**config.mk**
```make
export PLATFORM = sky130hd
export DESIGN_NAME = sgz_sgi0_issue
export DESIGN_NICKNAME = d
export VERILOG_FILES = /design/src/hdl/sgz_pkg.sv /design/src/hdl/sgz_access_check.sv /design/src/hdl/sgz_sgi0_issue.sv
export VERILOG_INCLUDE_DIRS = /design/src /design/src/hdl
export SDC_FILE = /design/constraint.sdc
export NUM_CORES = 1
export LEC_CHECK = 0
export BUFFER_PORTS_ARGS = -buffer_cell sky130_fd_sc_hd__buf_2
export CORE_UTILIZATION = 41
export CTS_CLUSTER_DIAMETER = 60
export DETAILED_ROUTE_END_ITERATION = 8
export GPL_TIMING_DRIVEN = 0
export PLACE_DENSITY = 0.88
export SLEW_MARGIN = 10
export SYNTH_ARGS = -nofsm -noshare
export SYNTH_HDL_FRONTEND = slang
export SYNTH_SLANG_ARGS = --single-unit
```
**constraint.sdc**
```tcl
create_clock -name core_clk -period 2.2 [get_ports core_clk]
set_input_delay 0.11 -clock core_clk [delete_from_list [all_inputs] [get_ports core_clk]]
set_output_delay 0.11 -clock core_clk [all_outputs]
set_load 0.02 [all_outputs]
```
**src/hdl/sgz_regs.svh**
```systemverilog
// Encodings, field positions and reset values of the group 0 request register.
// Included by the issue logic; definitions only.
`ifndef SGZ_REGS_SVH
`define SGZ_REGS_SVH

// ==========================================================================
// Write instruction encoding
`define SGZ_COPROC          4'hF
`define SGZ_OPC1            4'h2
`define SGZ_CRM             4'hC

// ==========================================================================
// Field positions of the written value
`define SGZ_AFFINITY_LEVEL_THREE_HI         55
`define SGZ_AFFINITY_LEVEL_THREE_LO         48
`define SGZ_ROUTE_BIT       40
`define SGZ_AFFINITY_LEVEL_TWO_HI         39
`define SGZ_AFFINITY_LEVEL_TWO_LO         32
`define SGZ_INTNUM_HI       27
`define SGZ_INTNUM_LO       24
`define SGZ_AFFINITY_LEVEL_ONE_HI         23
`define SGZ_AFFINITY_LEVEL_ONE_LO         16
`define SGZ_BITMAP_HI       15
`define SGZ_BITMAP_LO       0

// ==========================================================================
// Reset values
`define SGZ_RST_BITMAP      16'h0000
`define SGZ_RST_AFF         8'h00
`define SGZ_RST_INTNUM      4'h0

`endif

```
**src/hdl/sgz_pkg.sv**
```systemverilog
// Types shared by the issue logic and its access checker.
// Assumes the includer has no other package of the same name.
package sgz_pkg;

    // Exception level of the writer
    typedef enum logic [1:0] {SGZ_EL0, SGZ_EL1, SGZ_EL2, SGZ_EL3} sgz_level_t;

    // Outcome of the access checks for one write
    typedef enum logic [2:0] {
        SGZ_ACC_OK,
        SGZ_ACC_UNDEF,
        SGZ_ACC_TRAP_EL2,
        SGZ_ACC_TRAP_HYP,
        SGZ_ACC_TRAP_EL3
    } sgz_result_t;

endpackage

```
**src/hdl/sgz_access_check.sv**
```systemverilog
// Enable and trap decision for one write to the group 0 request register.
// Purely combinational; the caller registers the result.
`timescale 1ns/1ps

module sgz_access_check
    import sgz_pkg::*;
(
    input  wire sgz_pkg::sgz_level_t  level,
    input  wire logic                 secure_eff,
    input  wire logic                 monitor_mode,
    input  wire logic                 sysreg_enable_level1,
    input  wire logic                 sysreg_enable_level2,
    input  wire logic                 sysreg_enable_level3,
    input  wire logic                 el2_present,
    input  wire logic                 el2_is_64,
    input  wire logic                 el3_present,
    input  wire logic                 el3_is_64,
    input  wire logic                 hyp_fast_int_route,
    input  wire logic                 hyp_normal_int_route,
    input  wire logic                 hyp_coproc12_trap,
    input  wire logic                 hyp_common_reg_trap,
    input  wire logic                 monitor_fast_int_route,
    input  wire logic                 monitor_normal_int_route,
    output sgz_pkg::sgz_result_t      result
);
    // ======================================================================
    // Condition terms
    wire ns_el1    = (level == SGZ_EL1) && !secure_eff;
    wire mon_both  = monitor_fast_int_route && monitor_normal_int_route;
    wire hyp_any   = hyp_fast_int_route || hyp_normal_int_route;
    wire sre_off   = (level == SGZ_EL1 && !sysreg_enable_level1)
                  || (level == SGZ_EL2 && !sysreg_enable_level2)
                  || (level == SGZ_EL3 && !sysreg_enable_level3);
    wire a32_undef = el3_present && !el3_is_64 && mon_both
                  && (level == SGZ_EL2 || (level == SGZ_EL3 && !monitor_mode));
    wire h64_trap  = ns_el1 && el2_present && el2_is_64
                  && (hyp_any || hyp_coproc12_trap);
    wire h32_trap  = ns_el1 && el2_present && !el2_is_64 && hyp_any;
    wire h32_hyp   = ns_el1 && el2_present && !el2_is_64 && hyp_coproc12_trap;
    wire tc_trap   = ns_el1 && hyp_common_reg_trap;
    wire m64       = el3_present && el3_is_64 && mon_both;
    wire m64_trap  = m64 && ((level == SGZ_EL1 && secure_eff)
                  || level == SGZ_EL2
                  || (ns_el1 && !hyp_any));

    // Undefined first, then level 2 traps, then hyp traps, then level 3 traps
    always_comb
    begin
        if (level == SGZ_EL0 || sre_off || a32_undef)
            result = SGZ_ACC_UNDEF;
        else if (h64_trap || h32_trap || tc_trap)
            result = SGZ_ACC_TRAP_EL2;
        else if (h32_hyp)
            result = SGZ_ACC_TRAP_HYP;
        else if (m64_trap)
            result = SGZ_ACC_TRAP_EL3;
        else
            result = SGZ_ACC_OK;
    end

endmodule // sgz_access_check

```
**src/hdl/sgz_sgi0_issue.sv**
```systemverilog
// Group 0 software-generated interrupt issue logic of a CPU interface.
// Assumes the core and the distributor port run on core_clk.
//
// Contract
// - 64-bit write-only register, reached by coprocessor 15 write, opc1 2, CRm 12.
// - Bits 55:48 give level-3 affinity; zero when routing mode bit set.
// - Bits 39:32 give level-2 affinity; zero when routing mode bit set.
// - Bits 23:16 give level-1 affinity; zero when routing mode bit set.
// - Bit 40 chooses targeted routing or all elements except the writer.
// - Bits 27:24 give the interrupt number to raise.
// - Bits 15:0 are the target bitmap; zero when routing mode bit set.
// - Bitmap bits naming no valid target are ignored; error report optional.
// - Only elements with level-0 affinity below 16 are reachable by bitmap.
// - Distributor always accepts and acknowledges requests; may discard them.
// - Secure writes always generate; non-secure ones only where access control allows.
// - With security disable clear, non-secure writes skip targets not permitted.
// - Writes from monitor mode count as secure whatever the state bit says.
// - Write from a level whose system register enable is clear is undefined.
// - 64-bit hypervisor: non-secure level-1 write traps to level 2 on route/trap bits.
// - 32-bit hypervisor: route bits trap to level 2; coproc-12 bit to hyp.
// - Non-secure level-1 write traps to level 2 when common-register trap set.
// - 32-bit monitor, both routes set: level-2 and non-monitor level-3 writes undefined.
// - 64-bit monitor, both routes set: secure level-1 writes trap to level 3.
// - 64-bit monitor, both routes set: level-2 writes trap to level 3.
// - 64-bit monitor, both routes, hyp routes clear: non-secure level-1 traps to 3.
//
// Refused writes pulse one outcome; ready stays high.
// An accepted write holds its request until taken.
// One request is outstanding at a time.
`timescale 1ns/1ps
`include "sgz_regs.svh"

module sgz_sgi0_issue
    import sgz_pkg::*;
#(
    parameter logic SERR_ENABLE = 1'b1
)
(
    input  wire logic                 core_clk,
    input  wire logic                 resetn,

    // Core write port
    input  wire logic                 wr_valid,
    input  wire logic [3:0]           wr_coproc,
    input  wire logic [3:0]           wr_opc1,
    input  wire logic [3:0]           wr_crm,
    input  wire logic [63:0]          wr_data,
    input  wire sgz_pkg::sgz_level_t  wr_level,
    input  wire logic                 nonsecure_state_bit,
    input  wire logic                 monitor_mode,
    output logic                      wr_ready,
    output logic                      wr_done,
    output logic                      wr_undef,
    output logic                      wr_trap_el2,
    output logic                      wr_trap_hyp,
    output logic                      wr_trap_el3,

    // Enables and trap controls
    input  wire logic                 sysreg_enable_level1,
    input  wire logic                 sysreg_enable_level2,
    input  wire logic                 sysreg_enable_level3,
    input  wire logic                 el2_present,
    input  wire logic                 el2_is_64,
    input  wire logic                 el3_present,
    input  wire logic                 el3_is_64,
    input  wire logic                 hyp_fast_int_route,
    input  wire logic                 hyp_normal_int_route,
    input  wire logic                 hyp_coproc12_trap,
    input  wire logic                 hyp_common_reg_trap,
    input  wire logic                 monitor_fast_int_route,
    input  wire logic                 monitor_normal_int_route,
    input  wire logic                 security_disable_bit,

    // Per-target permission and presence, bit n is level-0 affinity n
    input  wire logic [15:0]          nonsecure_access_control,
    input  wire logic [15:0]          target_present,

    // Generate request to the distributor
    output logic                      gen_valid,
    input  wire logic                 gen_ack,
    output logic [3:0]                gen_interrupt_number,
    output logic                      gen_routing_mode_bit,
    output logic [7:0]                gen_affinity_level_three,
    output logic [7:0]                gen_affinity_level_two,
    output logic [7:0]                gen_affinity_level_one,
    output logic [15:0]               gen_target_element_bitmap,
    output logic                      gen_nonsecure,
    output logic                      gen_system_error
);

    // ======================================================================
    // Declarations
    typedef enum logic [0:0] {SGZ_IDLE, SGZ_PEND} sgz_state_t;

    sgz_state_t   state_q;
    sgz_state_t   state_d;
    sgz_result_t  check_res;

    // Write port: ready and outcomes
    logic         ready_q;
    logic         done_q;
    logic         undef_q;
    logic         trap2_q;
    logic         traph_q;
    logic         trap3_q;

    // Request held for the distributor
    logic         gvalid_q;
    logic         route_q;
    logic         ns_q;
    logic         serr_q;
    logic [3:0]   intnum_q;
    logic [7:0]   affinity_level_three_q;
    logic [7:0]   affinity_level_two_q;
    logic [7:0]   affinity_level_one_q;
    logic [15:0]  bitmap_q;

    // ======================================================================
    // Write decode
    // Register select on the instruction encoding
    wire hit       = wr_valid && ready_q
                  && wr_coproc == `SGZ_COPROC
                  && wr_opc1 == `SGZ_OPC1
                  && wr_crm == `SGZ_CRM;

    // Monitor mode forces secure
    wire secure_eff = !nonsecure_state_bit || monitor_mode;

    // Routing mode bit
    wire route_bit  = wr_data[`SGZ_ROUTE_BIT];

    // Affinity fields forced to zero in all-but-self mode
    wire [7:0] affinity_level_three_w = route_bit ? `SGZ_RST_AFF
                      : wr_data[`SGZ_AFFINITY_LEVEL_THREE_HI:`SGZ_AFFINITY_LEVEL_THREE_LO];
    wire [7:0] affinity_level_two_w = route_bit ? `SGZ_RST_AFF
                      : wr_data[`SGZ_AFFINITY_LEVEL_TWO_HI:`SGZ_AFFINITY_LEVEL_TWO_LO];
    wire [7:0] affinity_level_one_w = route_bit ? `SGZ_RST_AFF
                      : wr_data[`SGZ_AFFINITY_LEVEL_ONE_HI:`SGZ_AFFINITY_LEVEL_ONE_LO];
    wire [3:0] intnum_w = wr_data[`SGZ_INTNUM_HI:`SGZ_INTNUM_LO];

    // Raw bitmap, 16 bits only, so level-0 affinity 16 and up cannot be named
    wire [15:0] raw_map = route_bit ? `SGZ_RST_BITMAP
                        : wr_data[`SGZ_BITMAP_HI:`SGZ_BITMAP_LO];

    // Non-secure writes keep only permitted targets unless security disabled
    wire ns_filter  = !secure_eff && !security_disable_bit;
    wire [15:0] perm_map = ns_filter ? (raw_map & nonsecure_access_control)
                         : raw_map;

    // Drop bits naming absent elements, optionally flag it
    wire [15:0] final_map = perm_map & target_present;
    wire bad_bits   = SERR_ENABLE && |(raw_map & ~target_present);

    // Accepted only if every check passes
    wire accept_ok  = hit && check_res == SGZ_ACC_OK;

    // ======================================================================
    // Access checks
    // Enable and trap decision
    sgz_access_check u_check (
        .level                    (wr_level),
        .secure_eff               (secure_eff),
        .monitor_mode             (monitor_mode),
        .sysreg_enable_level1     (sysreg_enable_level1),
        .sysreg_enable_level2     (sysreg_enable_level2),
        .sysreg_enable_level3     (sysreg_enable_level3),
        .el2_present              (el2_present),
        .el2_is_64                (el2_is_64),
        .el3_present              (el3_present),
        .el3_is_64                (el3_is_64),
        .hyp_fast_int_route       (hyp_fast_int_route),
        .hyp_normal_int_route     (hyp_normal_int_route),
        .hyp_coproc12_trap        (hyp_coproc12_trap),
        .hyp_common_reg_trap      (hyp_common_reg_trap),
        .monitor_fast_int_route   (monitor_fast_int_route),
        .monitor_normal_int_route (monitor_normal_int_route),
        .result                   (check_res)
    );

    // ======================================================================
    // Request state machine
    // Idle takes a write; pending holds the request until acknowledged
    always_comb
    begin
        state_d = state_q;
        case (state_q)
            SGZ_IDLE:
            begin
                // Wait for a write that passes
                if (accept_ok)
                    state_d = SGZ_PEND;
            end
            SGZ_PEND:
            begin
                // Hold until taken
                if (gen_ack)
                    state_d = SGZ_IDLE;
            end
            default: state_d = SGZ_IDLE;
        endcase
    end

    // State and write-port handshake
    always_ff @(posedge core_clk)
    begin
        if (!resetn)
        begin
            state_q <= SGZ_IDLE;
            ready_q <= 1'b0;
        end
        else
        begin
            state_q <= state_d;
            // Ready falls as a write is accepted
            ready_q <= (state_d == SGZ_IDLE) && !accept_ok;
        end
    end

    // Outcome and request registers
    // One-cycle outcome pulses for each taken write
    always_ff @(posedge core_clk)
    begin
        if (!resetn)
        begin
            done_q  <= 1'b0;
            undef_q <= 1'b0;
            trap2_q <= 1'b0;
            traph_q <= 1'b0;
            trap3_q <= 1'b0;
        end
        else
        begin
            // At most one set per write
            done_q  <= accept_ok;
            undef_q <= hit && check_res == SGZ_ACC_UNDEF;
            trap2_q <= hit && check_res == SGZ_ACC_TRAP_EL2;
            traph_q <= hit && check_res == SGZ_ACC_TRAP_HYP;
            trap3_q <= hit && check_res == SGZ_ACC_TRAP_EL3;
        end
    end

    // Request fields, loaded on an accepted write
    always_ff @(posedge core_clk)
    begin
        if (!resetn)
        begin
            gvalid_q <= 1'b0;
            route_q  <= 1'b0;
            ns_q     <= 1'b0;
            serr_q   <= 1'b0;
            intnum_q <= `SGZ_RST_INTNUM;
            affinity_level_three_q   <= `SGZ_RST_AFF;
            affinity_level_two_q   <= `SGZ_RST_AFF;
            affinity_level_one_q   <= `SGZ_RST_AFF;
            bitmap_q <= `SGZ_RST_BITMAP;
        end
        else if (accept_ok)
        begin
            gvalid_q <= 1'b1;
            route_q  <= route_bit;
            ns_q     <= !secure_eff;
            serr_q   <= bad_bits;
            intnum_q <= intnum_w;
            affinity_level_three_q   <= affinity_level_three_w;
            affinity_level_two_q   <= affinity_level_two_w;
            affinity_level_one_q   <= affinity_level_one_w;
            bitmap_q <= final_map;
        end
        else
        begin
            // Release once taken
            if (gvalid_q && gen_ack)
                gvalid_q <= 1'b0;
            // Error flag: first cycle only
            serr_q <= 1'b0;
        end
    end

    // ======================================================================
    // Outputs
    // Write port
    assign wr_ready                  = ready_q;
    assign wr_done                   = done_q;
    assign wr_undef                  = undef_q;
    assign wr_trap_el2               = trap2_q;
    assign wr_trap_hyp               = traph_q;
    assign wr_trap_el3               = trap3_q;

    // Generate request
    assign gen_valid                 = gvalid_q;
    assign gen_interrupt_number      = intnum_q;
    assign gen_routing_mode_bit      = route_q;
    assign gen_affinity_level_three  = affinity_level_three_q;
    assign gen_affinity_level_two    = affinity_level_two_q;
    assign gen_affinity_level_one    = affinity_level_one_q;
    assign gen_target_element_bitmap = bitmap_q;
    assign gen_nonsecure             = ns_q;
    assign gen_system_error          = serr_q;

endmodule // sgz_sgi0_issue

```
# Yosys cells after proc, flatten, opt, wreduce, memory -nomap -nowiden
# Index checks and enable logic that the tools add are counted.
# totals
output_inout_bits	54
register_bits	55
# op_classes
muxes	14
n_eq_ne	10
bitwise	6
reduce_logical	61
# op_table
cell	n
AND 16 bit	3
logical AND 1 bit	33
two-way mux 16 bit	2
two-way mux 8 bit	3
inverter 16 bit	1
OR reduction 16 bit	1
logical OR 1 bit	12
two-way mux 3 bit	4
zero test 1 bit	11
== test 4 bit (second input constant)	2
== test 3 x 2 -> 1 bit (second input constant)	2
== test 2 bit (second input constant)	2
== test 4 x 2 -> 1 bit (second input constant)	1
two-way mux 1 bit	4
== test 3 x 1 -> 1 bit (second input constant)	1
== test 3 bit (second input constant)	1
zero test 3 bit	1
== test 2 x 1 -> 1 bit (second input constant)	1
zero test 2 bit	1
inverter 1 bit	2
one-hot mux 1 bit (2 select lines)	1
AND reduction 2 bit	1
nonzero test 2 bit	1

# Logic depth before layout (Yosys ltp)
# Gate-level depths: netlist of the first run.
# logic_depth
depth_word	17
ltp_mapped	7

# By module
# Synthesis of the first run repeated with hierarchy kept, for this count alone.
# unflattened
cells_unflattened	202
area_unflattened_um2	2280.9
# by_module_without_submodules
mod	n_inst	cells_per_inst	area_each_um2
sgz_sgi0_issue	1	184	2124.5
sgz_access_check	1	18	156.4

# Worst setup path after synthesis of the first run
# OpenSTA, ideal clock, no wires.
# synth_path
path_kind	register to register
start	reg ready_q (netlist: wr_ready)
end	reg affinity_level_one_q[2] (netlist: gen_affinity_level_one[2])
arrival_time_ns	1.525
slack_ns	0.603
period_less_slack_ns	1.597
path_stages_with_launch	8
cell_sequence	dfxtp_1 -> nand2_1 -> nor4_4 -> nand2_2 -> nor2_4 -> buf_8 -> buf_12 -> mux2i_1
# synth_between
elab_chain_cells	5
# synth_lines
item	line	rtl
from (decl)	sgz_sgi0_issue.sv:100	logic ready_q;
from (signal assigned)	sgz_sgi0_issue.sv:215	ready_q <= (state_d == SGZ_IDLE) && !accept_ok;
logical AND 1 bit	sgz_sgi0_issue.sv:121	wire hit = wr_valid && ready_q
logical AND 1 bit (no line) (3 in series)	--	
logical AND 1 bit	sgz_sgi0_issue.sv:155	wire accept_ok = hit && check_res == SGZ_ACC_OK;
to (signal assigned)	sgz_sgi0_issue.sv:254	affinity_level_one_q <= `SGZ_RST_AFF;
to (signal assigned)	sgz_sgi0_issue.sv:266	affinity_level_one_q <= affinity_level_one_w;
to (decl)	sgz_sgi0_issue.sv:115	logic [7:0] affinity_level_one_q;
# Every way passes these cells.
# A chain may end at the register's enable or synchronous reset.

# Worst setup path after layout of the first run
# layout_path
start	reg ready_q (netlist: wr_ready)
end	reg affinity_level_two_q[4] (netlist: gen_affinity_level_two[4])
# layout_between
elab_chain_cells	5
# layout_lines
item	line	rtl
logical AND 1 bit	sgz_sgi0_issue.sv:121	
logical AND 1 bit (no line) (3 in series)	--	
logical AND 1 bit	sgz_sgi0_issue.sv:155	
to (signal assigned)	sgz_sgi0_issue.sv:253	affinity_level_two_q <= `SGZ_RST_AFF;
to (signal assigned)	sgz_sgi0_issue.sv:265	affinity_level_two_q <= affinity_level_two_w;
to (decl)	sgz_sgi0_issue.sv:114	logic [7:0] affinity_level_two_q;
# Every way passes these cells.

==> reports/qor.yml, run 1 <==
status:
  run_status: "finished, violations left"
  violations: "DRC"
sta:
  finalCriticalPeriod_ns: 1.65
  slew_viol_final: 0
  hold_viol: 0
  clock_skew_ns: 0.00674
  fin_crit_sh: 0.748
  rsz0062_at_grt: "false"
  whs_ns: 0.0395
  tns_ns: 0
  tightest_slew_ns: 0.604
  setup_viol: 0
  maxSlewHeadroom: 0.597
  fmax_ghz: 0.608
power:
  p_comb_frac: 0.133
  switching_share: 0.245
  seq_power_share: 0.517
  p_int_mw: 1.46
  ir_worst_vdd_mv: 0.264
  p_switching_mw: 0.473
  p_clk_frac: 0.350
  leakage_nw: 1.77
  finalPower_mw: 1.93
  powerDensity_nw_per_um2: 510
logic_synthesis:
  netlist_area_sq_um: 2760
  synth_cells: 336
  synth_flop_cell: "dfxtp_1"
  synth_common_cells: "nand2_1, dfxtp_1, mux2i_1"
  yosys-top-cells-area: "dfxtp_1, mux2i_1, nand2_1"
  synth_nets: 466
  syn_area_per_cell_sq_um: 8.21
  yosys.area.top_type: "dfxtp_1"
  ys_ff_latch: 55
  ys_seq_area_frac: 0.399
  yosysWarnings: 0
  synth_most_common_cell: "nand2_1"
  synth_top_area_frac: 0.399
  synthArstFlopShare: 0
  synth_cell_type_count: 41
  synth_edf_count: 0
drt:
  via_per_inst: 5.13
  routed-via-count: 2996
  dr.pass1.iters: 6
  totalWireLength_um: 8150
  avgRoutedWirePerCell_um: 14.0
  drc: 17
  ant_nets: 0
  drtIter0Drc: 108
floorplanning:
  start_util: 0.429
  fp-row-count: 29
  die_h_um: 84.0
  design.core.area_sq_um: 6420
  dieArea_sq_um: 7060
  die_x_um: 84.0
  ios: 184
setup_path:
  worstPathRequired_ns: 2.43
  cp-start-kind: "register"
  crit_fanout: 10
  crit_type: "reg2reg"
  crit_arrival_ns: 1.88
  crit_path_end_kind: "register"
place:
  dp_hpwl_um: 6650
  post-place-cells: 576
  gp_congestion: 0.831
  io_buffers: 163
  place_area_sq_um: 3670
clock_network:
  cts_hold_buf: 0
  clock_sinks: 55
  cts_made_buffers: 5
  htree_levels: 2
  cts_setup_buffers: 0
  cts_resized: 0
  clk_pin_slew_ns: 0.10
  clk_path_buf_depth: 2
  clock_latency_ns: 0.30
  cts-root-buf: "clkbuf_8"
  cts_tree: "yes"
final_layout:
  nets: 636
  antennaDiodeCount: 0
  stdcell_count: 584
  design_area_sq_um: 3780
  drive_above_1_share: 0.363
  area_delta_synth_final_pct: 37.2
global_routing:
  grt_usage: 0.231
  antenna_found_initial: 0
  grt_max_degree: 18
  grt_overflow: 0
  grt_pass1_wl_um: 13200
  grt_pass1_vias: 2989
run:
  drv_cap: 0
worst_hold_path:
  min_path_type: "in2reg"
## worst max-delay path, stage by stage (launching register included)
cell and delay [ns]:
dfxtp_1 0.34, nand2_1 0.08, nor4_4 0.34, nand2_2 0.12
nor2_4 0.13, buf_8 0.18, buf_12 0.15, mux2i_1 0.22
## per-stage QoR
step	worst slack [ns]	util
6_report	0.554	0.589
5_1_grt	0.407	0.589
4_1_cts	0.548	0.589
3_5_place_dp	0.342	0.571
3_3_place_gp	0.366	0.571
2_1_floorplan	0.603	-
## sequential cells by signal (all words and copies together), names as in the netlist
signal	cells
gen_affinity_level_one	8
wr_trap_el2	1
gen_interrupt_number	4
state_q	1
gen_valid	1
gen_nonsecure	1
wr_trap_el3	1
gen_system_error	1
gen_target_element_bitmap	16
gen_affinity_level_three	8
wr_trap_hyp	1
wr_done	1
gen_routing_mode_bit	1
wr_undef	1
gen_affinity_level_two	8
wr_ready	1
## worst paths after layout
kind / depth (start not counted) / start / to / slack, ns
worst max-delay path: 7 / wr_ready$_SDFF_PN0_ / gen_affinity_level_two[4]$_SDFFE_PN0P_ / 0.55
worst min-delay path: 3 / wr_data[39] / gen_affinity_level_two[7]$_SDFFE_PN0P_ / 0.04
worst max register to register: 7 / wr_ready$_SDFF_PN0_ / gen_affinity_level_two[4]$_SDFFE_PN0P_ / 0.55
worst min register to register: 2 / gen_target_element_bitmap[13]$_SDFFE_PN0P_ / gen_target_element_bitmap[13]$_SDFFE_PN0P_ / 0.46
## final cells by class
| cell class | instances | area, sq um |
|---|---|---|
| plain buffers | 25 | 148 |
| clock buffers | 5 | 68.8 |
| clock inverters | 3 | 43.8 |
| fillers | 600 | 2640 |
| inverters | 17 | 63.8 |
| multi-input cells | 239 | 1450 |
| flip-flops and latches | 55 | 1100 |
| well taps | 77 | 96.3 |
| repair buffers | 163 | 816 |
## cell families after synthesis
| kind of cell | count (synthesis) | synth area share |
|---|---|---|
| compound gates | 33 | 0.0762 |
| xor+xnor | 1 | 0.00318 |
| buf+inv | 42 | 0.0767 |
| flops | 55 | 0.399 |
| mux | 31 | 0.113 |
| simple gates | 174 | 0.332 |
## routing by layer
layer / share of wire / GRT usage / up-vias
li1: - / - / 1495
met1: 0.39 / 0.249 / 1364
met2: 0.52 / 0.447 / 127
met3: 0.075 / 0.0524 / 10
met4: 0.013 / 0.0658 / 0
met5: 0 / 0 / -
## power by group through the flow
| stage | Clock (mW) | Sequential (mW) | Combinational, mW |
|---|---|---|---|
| floorplan | 0 | 1.02 | 0.111 |
| global placement | 0 | 1.02 | 0.249 |
| detailed placement | 0 | 1.02 | 0.256 |
| CTS | 0.689 | 0.996 | 0.258 |
| global route | 0.730 | 0.997 | 0.283 |
| finish | 0.675 | 0.996 | 0.257 |
## cell usage in the layout, fill, tap and decap left out, drive strengths merged, types with 2 or more instances in the layout
cell type / count
a21oi: 2
clkbuf: 22
nor4: 3
dfxtp: 55
o21ai: 16
nand2: 76
and3: 2
mux2i: 30
clkinv: 2
nor3: 18
nand3b: 25
o22ai: 4
inv: 17
a221oi: 4
nand4: 18
buf: 171
nand4b: 2
nor2: 18
nor2b: 5
o21a: 2
No activity file was read; power rests on OpenSTA's default activity.
==> run 2, diff against run 1 <==
==> constraint.sdc (replaced) <==
create_clock -name core_clk -period 1.6 [get_ports core_clk]
set_input_delay 0.08 -clock core_clk [delete_from_list [all_inputs] [get_ports core_clk]]
set_output_delay 0.08 -clock core_clk [all_outputs]
set_load 0.02 [all_outputs]
==> reports/qor.yml, run 2 (same netlist as run 1, synthesis figures left out) <==
drt:
  dr.pass1.iters: 7  # +1
  via_per_inst: 5.20  # +1.4%
  avgRoutedWirePerCell_um: 14.5  # +3.6%
  ant_nets: 0  # unchanged
  drtIter0Drc: 124  # +15%
  totalWireLength_um: 8550  # +4.9%
  routed-via-count: 3074  # +2.6%
  drc: 18  # +1
global_routing:
  grt_max_degree: 18  # unchanged
  grt_pass1_vias: 3032  # +1.4%
  antenna_found_initial: 0  # unchanged
  grt_usage: 0.235  # +0.00378
  grt_pass1_wl_um: 13400  # +1.6%
  grt_overflow: 0  # unchanged
floorplanning:
  die_h_um: 84.0  # unchanged
  dieArea_sq_um: 7060  # unchanged
  start_util: 0.429  # unchanged
  design.core.area_sq_um: 6420  # unchanged
  die_x_um: 84.0  # unchanged
  ios: 184  # unchanged
  fp-row-count: 29  # unchanged
setup_path:
  worstPathRequired_ns: 1.83  # -0.60 ns
  crit_slowest_cell: "dfxtp_2"
  worstPathCellList: "nand2_2 > nor4_4 > nand2_2 > nor2_4 > buf_12 > buf_12 > mux2i_4"
  cp_top_family: "simple AND/OR/NAND/NOR gates"
  cp-start-kind: "register"
  critPathBufInv: 2  # unchanged
  crit_arrival_ns: 1.81  # -0.07 ns
  crit_type: "reg2reg"
  crit_path_end_kind: "register"
  critical-path-max-stage-delay_ns: 0.35  # about the same
  crit_fanout: 7  # -3
sta:
  maxSlewHeadroom: 0.654  # +0.0569
  fmax_ghz: 0.633  # +4.2%
  tightest_slew_ns: 0.520  # -0.0842 ns
  setup_viol: 0  # unchanged
  fin_crit_sh: 0.987  # +0.239
  clock_skew_ns: 0.00613  # -0.000607 ns
  finalCriticalPeriod_ns: 1.58  # -0.0658 ns
  tns_ns: 0  # unchanged
  hold_viol: 0  # unchanged
  whs_ns: 0.0257  # -0.0138 ns
  slew_viol_final: 0  # unchanged
  rsz0062_at_grt: "true"
final_layout:
  nets: 643  # +1.1%
  largest_reg_flops: 16  # unchanged
  antennaDiodeCount: 0  # unchanged
  fillers: 587  # -2.2%
  drive_above_1_share: 0.375  # +0.0126
  area_delta_synth_final_pct: 42.1
  final_cell_mix: "buf_2, nand2_1, dfxtp_1, mux2i_1, nand3b_1"
  layout_commonest_cell: "buf_2"
  design_area_sq_um: 3920  # +3.6%
clock_network:
  clock_sinks: 55  # unchanged
  clock_latency_ns: 0.30  # about the same
  clk_pin_slew_ns: 0.10  # about the same
  cts-root-buf: "clkbuf_8"
  clk_path_buf_depth: 2  # unchanged
  htree_levels: 2  # unchanged
  cts_made_buffers: 5  # unchanged
  cts_tree: "yes"
status:
  violations: "DRC"
  run_status: "finished, violations left"
place:
  place_area_sq_um: 3670  # unchanged
  io_buffers: 163  # unchanged
  dp_hpwl_um: 6650  # unchanged
  gp_congestion: 0.831  # unchanged
run:
  drv_cap: 0  # unchanged
power:
  powerDensity_nw_per_um2: 680  # +33%
  leakage_nw: 1.83  # +3.0%
  ir_worst_vdd_mv: 0.360  # +37%
worst_hold_path:
  min_path_type: "in2reg"
## run 2: cell types whose count changed in the layout (fill, tap and decap cells not counted), sizes merged
cell	change
buf	+4
clkbuf	+2
dlygate4sd3	+1
## run 2: timing repair
action                                  CTS  global route
cloned                                    0             2
pin swaps                                 3             3
endpoints found under the setup margin   10            46
gates resized for setup                   2             8
setup buffers                             3             2
hold endpoints to repair                  1             0
hold buffers                              1             0
## run 2: where the power goes
group | leakage (nW) | internal [mW] | switching, mW
clock | 0.0581 | 0.467 | 0.462
combinational | 1.33 | 0.170 | 0.194
sequential | 0.443 | 1.37 | 0.000869
total | 1.83 | 2.01 | 0.657
## run 2: final cells by class
cell class / count / area, sq um / area share
buffer: 24 / 155 / 0.0396
clock buffer: 5 / 68.8 / 0.0176
clock inverter: 3 / 43.8 / 0.0112
inverter: 17 / 63.8 / 0.0163
multi-input combinational: 239 / 1470 / 0.375
sequential: 55 / 1100 / 0.281
tap: 77 / 96.3 / 0.0246
timing repair buffer: 171 / 920 / 0.235
## run 2: path summary, 6_finish.rpt
kind | slack, ns | start | cells after the start | to
worst min-delay path | 0.03 | wr_data[26] | 3 | gen_interrupt_number[2]$_SDFFE_PN0P_
worst min register to register | 0.46 | gen_target_element_bitmap[13]$_SDFFE_PN0P_ | 2 | gen_target_element_bitmap[13]$_SDFFE_PN0P_
worst max-delay path | 0.02 | wr_ready$_SDFF_PN0_ | 7 | gen_affinity_level_three[6]$_SDFFE_PN0P_
worst max register to register | 0.02 | wr_ready$_SDFF_PN0_ | 7 | gen_affinity_level_three[6]$_SDFFE_PN0P_
## run 2: layer usage
| layer | track usage | up-vias | wire length [um] | part of all wire |
|---|---|---|---|---|
| met5 | 0 | - | 0 | 0 |
| met4 | 0.0721 | 0 | 132 | 0.015 |
| met3 | 0.0534 | 12 | 618 | 0.072 |
| met2 | 0.457 | 133 | 4570 | 0.53 |
| met1 | 0.249 | 1422 | 3230 | 0.38 |
| li1 | - | 1507 | - | - |
## run 2: tightest hold or removal path: cells and delay by family
family,cells,cell delay (ns)
multiplexers,1,0.06
AND/OR/NAND/NOR,1,0.05
buffers and inverters,1,0.09
## run 2: per-stage QoR
stage,instances,power (mW),util,setup slack (ns)
2_1_floorplan,336,1.56,-,0.00291
3_3_place_gp,576,1.74,0.571,-0.204
3_5_place_dp,576,1.75,0.571,-0.228
4_1_cts,588,2.67,0.596,-0.00683
5_1_grt,591,2.78,0.610,-0.0794
6_report,591,2.66,0.610,0.0201
